<file path="src/include/irq_out_defs.svh">
/*
 * Offsets, field positions, reset values and timing counts of the
 * interrupt output configuration register.
 * Assumes a 32-bit register port with byte addresses.
 */
`ifndef IRQ_OUT_DEFS_SVH
`define IRQ_OUT_DEFS_SVH

// ----------------------------------------------------------------------
// register map
// ----------------------------------------------------------------------
`define IRQ_CFG_OFFSET 8'h54
`define IRQ_STS_OFFSET 8'h58
`define IRQ_CFG_RESET 32'h0000_0000
`define IRQ_SRC_RESET 32'h0000_0000

// ----------------------------------------------------------------------
// field positions
// ----------------------------------------------------------------------
`define HOLDOFF_INTERVAL_HI 31
`define HOLDOFF_INTERVAL_LO 24
`define HOLDOFF_RESTART_BIT 14
`define HOLDOFF_ACTIVE_BIT 13
`define COMBINED_REQ_BIT 12
`define PIN_ENABLE_BIT 8
`define PIN_POLARITY_BIT 4
`define BUFFER_TYPE_BIT 0

// ----------------------------------------------------------------------
// timing
// ----------------------------------------------------------------------
`define CLK_FREQ_HZ 50000000
`define HOLDOFF_UNIT_NS 10000
`define CLK_PERIOD_NS 20
`define HOLDOFF_UNIT_CYCLES (`HOLDOFF_UNIT_NS / `CLK_PERIOD_NS)

`endif

</file>
<file path="src/include/irq_out_pkg.sv">
/*
 * Types shared by the interrupt output stage.
 * Assumes the constants header is included by whoever needs numbers.
 */
package irq_out_pkg;

    // hold-off sequencer states
    typedef enum logic [1:0]
    {
        HOLD_IDLE,
        HOLD_RUN
    } holdoff_state_t;

endpackage

</file>
<file path="src/logic/irq_output_config_holdoff.sv">
/*
 * Interrupt output stage: combined request, hold-off interval timer and
 * configurable pin driver, with its one configuration register.
 * Assumes source flags and enables come from same-clock logic and that
 * the pin's pad resolves level from the output and output enable.
 */
`timescale 1ns/1ps
`include "irq_out_defs.svh"

module irq_output_config_holdoff
    import irq_out_pkg::*;
#(
    parameter int unsigned UNIT_CYCLES = `HOLDOFF_UNIT_CYCLES,
    parameter int unsigned NUM_SRC = 32,
    parameter int unsigned POWER_SRC = 17
)
(
    input wire logic mclk,
    input wire logic resetn,
    input wire logic [7:0] reg_addr,
    input wire logic reg_wr,
    input wire logic reg_rd,
    input wire logic [31:0] reg_wdata,
    output logic [31:0] reg_rdata,
    input wire logic [7:0] stat_addr,
    input wire logic stat_wr,
    input wire logic [NUM_SRC-1:0] source_set,
    input wire logic [NUM_SRC-1:0] source_enable,
    output logic [NUM_SRC-1:0] source_status_flags,
    output logic irq_out,
    output logic irq_oe
);

    initial
    begin
        if (NUM_SRC < 1 || NUM_SRC > 32 || POWER_SRC >= NUM_SRC)
            $error("source count or power event index out of range");
        if (UNIT_CYCLES < 1)
            $error("hold-off unit must be at least one cycle");
    end

    // ----------------------------------------------------------------
    // configuration fields
    // ----------------------------------------------------------------
    logic [7:0] holdoff_interval;
    logic pin_enable;
    logic pin_polarity_select;
    logic buffer_type;
    logic holdoff_active;
    logic [7:0] holdoff_count;
    logic unit_tick;
    logic combined_req;
    logic power_event_signal;
    logic held_req;
    logic pin_assert;
    holdoff_state_t state;
    logic cfg_wr;
    logic [NUM_SRC-1:0] ack;

    assign cfg_wr = reg_wr && (reg_addr == `IRQ_CFG_OFFSET);

    always_ff @(posedge mclk)
    begin
        if (!resetn)
        begin
            holdoff_interval <= 8'h00;
            pin_enable <= 1'b0;
            pin_polarity_select <= 1'b0;
            buffer_type <= 1'b0;
        end
        else if (cfg_wr)
        begin
            holdoff_interval <=
                reg_wdata[`HOLDOFF_INTERVAL_HI:`HOLDOFF_INTERVAL_LO];
            pin_enable <= reg_wdata[`PIN_ENABLE_BIT];
            pin_polarity_select <= reg_wdata[`PIN_POLARITY_BIT];
            buffer_type <= reg_wdata[`BUFFER_TYPE_BIT];
        end
    end

    // ----------------------------------------------------------------
    // source flags
    // ----------------------------------------------------------------
    // a set in the same cycle as its acknowledge wins
    genvar gi;
    generate
        for (gi = 0; gi < NUM_SRC; gi++)
        begin : g_src
            assign ack[gi] = stat_wr && (stat_addr == `IRQ_STS_OFFSET) &&
                reg_wdata[gi];
            always_ff @(posedge mclk)
            begin
                if (!resetn)
                    source_status_flags[gi] <= 1'(`IRQ_SRC_RESET >> gi);
                else if (source_set[gi])
                    source_status_flags[gi] <= 1'b1;
                else if (ack[gi])
                    source_status_flags[gi] <= 1'b0;
            end
        end
    endgenerate

    // independent of pin enable and interval
    assign combined_req = |(source_status_flags & source_enable);
    assign power_event_signal = source_status_flags[POWER_SRC] &&
        source_enable[POWER_SRC];
    // enabled sources other than the power event, subject to hold-off
    assign held_req = |(source_status_flags & source_enable &
        ~(NUM_SRC'(1) << POWER_SRC));

    // ----------------------------------------------------------------
    // hold-off timer
    // ----------------------------------------------------------------
    // time base
    holdoff_prescaler #(.DIVIDE(UNIT_CYCLES)) u_prescaler
    (
        .mclk(mclk),
        .resetn(resetn),
        .unit_tick(unit_tick)
    );

    // interval starts when the pin drops after a delivered request
    logic pin_assert_q;
    always_ff @(posedge mclk)
    begin
        if (!resetn)
            pin_assert_q <= 1'b0;
        else
            pin_assert_q <= pin_assert;
    end

    always_ff @(posedge mclk)
    begin
        if (!resetn)
        begin
            state <= HOLD_IDLE;
            holdoff_count <= 8'h00;
        end
        // zero interval cancels hold-off at once
        else if (cfg_wr &&
            reg_wdata[`HOLDOFF_INTERVAL_HI:`HOLDOFF_INTERVAL_LO] == 8'h00)
        begin
            state <= HOLD_IDLE;
            holdoff_count <= 8'h00;
        end
        // restart clears the count and opens a fresh interval
        else if (cfg_wr && reg_wdata[`HOLDOFF_RESTART_BIT])
        begin
            state <= HOLD_RUN;
            holdoff_count <= 8'h00;
        end
        else
        begin
            unique case (state)
                HOLD_IDLE:
                begin
                    // current interval used on each new deassertion
                    if (pin_assert_q && !pin_assert &&
                        holdoff_interval != 8'h00)
                    begin
                        state <= HOLD_RUN;
                        holdoff_count <= 8'h00;
                    end
                end
                HOLD_RUN:
                begin
                    // a power event dropping mid-interval restarts it, so
                    // a deassertion is never lost to a same-cycle expiry
                    if (pin_assert_q && !pin_assert)
                        holdoff_count <= 8'h00;
                    // expiry returns to idle so pin asserts next cycle
                    else if (unit_tick)
                    begin
                        if (holdoff_count + 8'h01 >= holdoff_interval)
                            state <= HOLD_IDLE;
                        holdoff_count <= holdoff_count + 8'h01;
                    end
                end
            endcase
        end
    end

    assign holdoff_active = (state == HOLD_RUN);

    // ----------------------------------------------------------------
    // pin driver
    // ----------------------------------------------------------------
    // power event passes during hold-off
    // pin enable gates the output and the pin drop that starts hold-off
    // status bits untouched by the gate
    assign pin_assert = pin_enable &&
        ((held_req && !holdoff_active) || power_event_signal);

    // open drain drives only while asserting
    always_ff @(posedge mclk)
    begin
        if (!resetn)
        begin
            irq_out <= 1'b0;
            irq_oe <= 1'b0;
        end
        else if (!buffer_type)
        begin
            irq_out <= 1'b0;
            irq_oe <= pin_assert;
        end
        else
        begin
            irq_out <= pin_polarity_select ? pin_assert : !pin_assert;
            irq_oe <= 1'b1;
        end
    end

    // ----------------------------------------------------------------
    // read path
    // ----------------------------------------------------------------
    // restart bit self-clears, so it always reads zero
    always_ff @(posedge mclk)
    begin
        if (!resetn)
            reg_rdata <= 32'h0000_0000;
        else if (reg_rd && reg_addr == `IRQ_CFG_OFFSET)
        begin
            reg_rdata <= 32'h0000_0000;
            reg_rdata[`HOLDOFF_INTERVAL_HI:`HOLDOFF_INTERVAL_LO] <=
                holdoff_interval;
            reg_rdata[`HOLDOFF_ACTIVE_BIT] <= holdoff_active;
            reg_rdata[`COMBINED_REQ_BIT] <= combined_req;
            reg_rdata[`PIN_ENABLE_BIT] <= pin_enable;
            reg_rdata[`PIN_POLARITY_BIT] <= pin_polarity_select;
            reg_rdata[`BUFFER_TYPE_BIT] <= buffer_type;
        end
        else if (reg_rd)
            reg_rdata <= 32'h0000_0000;
    end

endmodule

</file>
<file path="src/logic/holdoff_prescaler.sv">
/*
 * Free-running divider that yields one tick per hold-off unit.
 * Assumes mclk at the rate given in the constants header.
 */
`timescale 1ns/1ps
`include "irq_out_defs.svh"

module holdoff_prescaler
#(
    parameter int unsigned DIVIDE = `HOLDOFF_UNIT_CYCLES
)
(
    input wire logic mclk,
    input wire logic resetn,
    output logic unit_tick
);

    localparam int W = (DIVIDE > 1) ? $clog2(DIVIDE) : 1;
    localparam logic [W-1:0] LAST = W'(DIVIDE - 1);

    logic [W-1:0] count;

    initial
    begin
        if (DIVIDE < 1)
            $error("divider must be at least one");
    end

    // ----------------------------------------------------------------
    // counter
    // ----------------------------------------------------------------
    // never restarted, so a tick may come early in the first unit
    always_ff @(posedge mclk)
    begin
        if (!resetn)
            count <= '0;
        else if (count == LAST)
            count <= '0;
        else
            count <= count + W'(1);
    end

    // tick output registered
    always_ff @(posedge mclk)
    begin
        if (!resetn)
            unit_tick <= 1'b0;
        else
            unit_tick <= (count == LAST);
    end

endmodule

</file>
<file path="config.mk">
export PLATFORM = sky130hd
export DESIGN_NAME = irq_output_config_holdoff
export DESIGN_NICKNAME = d
export VERILOG_FILES = /design/src/include/irq_out_pkg.sv /design/src/logic/irq_output_config_holdoff.sv /design/src/logic/holdoff_prescaler.sv
export VERILOG_INCLUDE_DIRS = /design/src /design/src/include
export SDC_FILE = /design/constraint.sdc
export NUM_CORES = 1
export LEC_CHECK = 0
export BUFFER_PORTS_ARGS = -buffer_cell sky130_fd_sc_hd__buf_2
export CORE_UTILIZATION = 33
export CTS_CLUSTER_SIZE = 8
export DETAILED_ROUTE_END_ITERATION = 8
export PLACE_DENSITY = 0.61
export SYNTH_ARGS = -nofsm -noshare
export SYNTH_HDL_FRONTEND = slang
export SYNTH_SLANG_ARGS = --single-unit
</file>
<file path="constraint.sdc">
create_clock -name mclk -period 3 [get_ports mclk]
set_clock_uncertainty 0.15 [all_clocks]
set_input_delay 0.15 -clock mclk [delete_from_list [all_inputs] [get_ports mclk]]
set_output_delay 0.15 -clock mclk [all_outputs]
set_load 0.03 [all_outputs]
</file>
==> impl_metrics.json <==
{
  "ant_nets": 0,
  "slew_headroom": 0.460,
  "clockBufferDepth": 2,
  "io_pins": 183,
  "gr-total-overflow": 0,
  "cts_tree": "built",
  "reg2reg_to": "state[0]$_SDFFE_PP0P_",
  "path_cells": "ha_1, nand3_1, xnor2_1, ha_1, nand2_1, o21ai_0, nand4_1, a221oi_1, o2bb2ai_1",
  "diodes": 0,
  "final_common_cell": "buf_2",
  "netlist_area_um2": 3530,
  "fillers": 968,
  "std_cell_rows": 37,
  "antenna_found_initial": 0,
  "reg2reg_depth": 9,
  "min-delay-start": "reg_wdata[14]",
  "port_buffers": 163,
  "synth-edff-count": 0,
  "design.core.area_um2": 10300,
  "worstPathRequired_ns": 3.10,
  "htreeDepth": 3,
  "cts_sinks": 78,
  "critPathMaxStageDelay_ns": 0.41,
  "swShare": 0.265,
  "clock_latency_ns": 0.36,
  "hold_class": "input port to flip-flop",
  "irDropWorstVdd_uv": 288,
  "p_clk_frac": 0.395,
  "nets": 781,
  "yosys_warnings": 0,
  "cp.arrival_ns": 2.40,
  "wirelength_mm": 11.8,
  "setup_slack_ns": 0.700,
  "hold_viol": 0,
  "p_int_mw": 1.81,
  "synth_ff_type": "dfxtp_1",
  "drtIter0Drc": 126,
  "grt_max_degree": 50,
  "reg2reg_from": "holdoff_count[0]$_SDFFE_PP0P_",
  "path_class": "flip-flop to flip-flop",
  "p_leak_nw": 2.52,
  "power_frac_comb": 0.158,
  "drc_errors": 0,
  "max-cap-violations": 0,
  "cts_buffers": 9,
  "finalCritPeriodShare": 0.767,
  "crit_end": "state[0]$_SDFFE_PP0P_",
  "path_clk_slew_ns": 0.09,
  "whs_ns": 0.168,
  "switchingPower_mw": 0.652,
  "die_w_um": 105,
  "synthTopCellsByArea": "dfxtp_1 44%, nand2_1 6.7%, nor2_1 6.0%",
  "status": "completed",
  "seqPwrFrac": 0.448,
  "vias_per_cell": 4.84,
  "grt_pass1_wl_mm": 18.8,
  "syn2layout_area_growth_pct": 53.8,
  "tns_ns": 0,
  "cpMostUsedCell": "ha_1",
  "crit_fanout": 5,
  "vias": 3849,
  "layout-drive-gt1-share": 0.285,
  "postCtsSetupRepairBufs": 0,
  "synthArstFlopShare": 0,
  "gp_congestion": 0.807,
  "rsz0062_at_grt": "no",
  "cts-root-buf": "clkbuf_8",
  "fmax_mhz": 435,
  "start_kind": "flip-flop",
  "dieHeight_um": 105,
  "pre_cts_slack_ns": 0.757,
  "ys_ff_latch": 78,
  "initial_core_util": 0.342,
  "syn_inst": 413,
  "synth.avg_cell_area_um2": 8.54,
  "power_per_cell_area_nw_per_um2": 453,
  "setup.worst_path.start": "holdoff_count[0]$_SDFFE_PP0P_",
  "worst_pin_slew_ns": 0.807,
  "worst_path_max_delay_cell": "dfxtp_1",
  "fin_crit_ns": 2.30,
  "seq_area_frac_synth": 0.443,
  "p_total_mw": 2.46,
  "setup_violations": 0,
  "hpwl_mm": 8.38,
  "r2r_slack_ns": 0.70,
  "synth.distinct_cells": 45,
  "wl_per_cell_um": 14.8,
  "grt_use_total": 0.218,
  "maxSlewViolCount": 0,
  "layout_common_cells": "163 x buf_2, 79 x dlygate4sd3_1, 78 x dfxtp_1",
  "endpoint_kind": "flip-flop",
  "synth_top_area_share": 0.443,
  "grt_pass1_vias": 3859,
  "first_pass_iters": 4,
  "dieArea_um2": 11100,
  "synth.largest_area_cell": "dfxtp_1"
}
[synthesized netlist by cell type (2+ instances only)]
library cell   n
a21o_1         3
a21oi_1       40
a221oi_1       5
a22o_1        15
a22oi_1        7
and2_0         3
and3_1         5
buf_2          5
buf_4         19
buf_6          2
clkbuf_1       6
dfxtp_1       78
ha_1          10
inv_1         10
mux2i_1       11
nand2_1       63
nand2b_1       3
nand3_1       14
nand4_1        5
nor2_1        56
nor2b_1        2
nor3_1         2
nor4_1         3
o21ai_0        9
o21ai_1        5
or4_1          2
xnor2_1        7
xor2_1         6
[worst min path at each step]
stage,end,slack (ns),cells after the start
finish,state[0]$_SDFFE_PP0P_,0.17,4
global route,pin_assert_q$_SDFF_PN0_,0.23,6
CTS,state[0]$_SDFFE_PP0P_,0.16,4
detailed placement,source_status_flags[11]$_SDFFE_PN0P_,0.21,3
global placement,source_status_flags[19]$_SDFFE_PN0P_,0.20,3
floorplan,source_status_flags[0]$_SDFFE_PN0P_,0.12,2
[area by class of cell]
class	count	area, µm²	area share
tap	136	170	0.0314
clock inverter	7	120	0.0221
clock buffer	9	124	0.0228
multi-input combinational	311	1790	0.330
sequential	78	1560	0.288
timing repair buffer	244	1620	0.299
inverter	10	37.5	0.00692
[flip-flops by register name (all words and copies together), names as in the netlist, 8 cells and up]
name,count
source_status_flags,32
reg_rdata,13
u_prescaler.count,9
holdoff_count,8
holdoff_interval,8
[routing by layer]
layer | up-vias | wire [µm] | GRT usage
li1 | 1881 | - | -
met1 | 1799 | 4730 | 0.238
met2 | 141 | 5990 | 0.395
met3 | 28 | 726 | 0.0594
met4 | 0 | 337 | 0.0905
met5 | - | 0 | 0
[power by group through the flow]
stage	combinational, mW	sequential (mW)	clock, mW
global placement	0.292	1.12	0
CTS	0.382	1.10	0.980
global route	0.416	1.11	1.03
floorplan	0.120	1.18	0
detailed placement	0.296	1.12	0
finish	0.388	1.10	0.970
[critical path, delay by kind of cell, from the launching register on]
family | cells | cell delay [ns]
flip-flops | 1 | 0.41
XOR/XNOR | 1 | 0.17
adder cells (fa/ha/maj) | 2 | 0.55
AO/OA/AOI/OAI | 3 | 0.57
AND/OR/NAND/NOR | 3 | 0.33
[timing repair]
| action | in CTS | in global routing |
|---|---|---|
| resized for setup | 0 | 0 |
| setup endpoints to repair | 0 | 0 |
| hold buffers | 79 | 0 |
| hold endpoints to repair | 47 | 0 |
[cell families (layout without fill, tap and decap cells)]
group                      count (synthesis)  in the layout  share of synthesized area
and+or+nand+nor                          167            167                      0.220
AOI/OAI and AO/OA                         91             91                      0.167
DFF                                       78             78                      0.443
buffers and inverters                     42            270                     0.0709
xor gates and xnor gates                  13             13                     0.0323
muxes                                     11             11                     0.0312
adders and majority gates                 10             10                     0.0355
other                                      1             19                    0.00106
[stage by stage]
step | cell area [µm²] | cells | utilization
after floorplan | 3590 | 431 | -
after global placement | 4390 | 700 | 0.425
after detailed placement | 4390 | 700 | 0.425
after CTS | 5430 | 795 | 0.526
after global routing | 5430 | 795 | 0.526
final | 5430 | 795 | 0.526
Power figures use the tool's default switching activity.
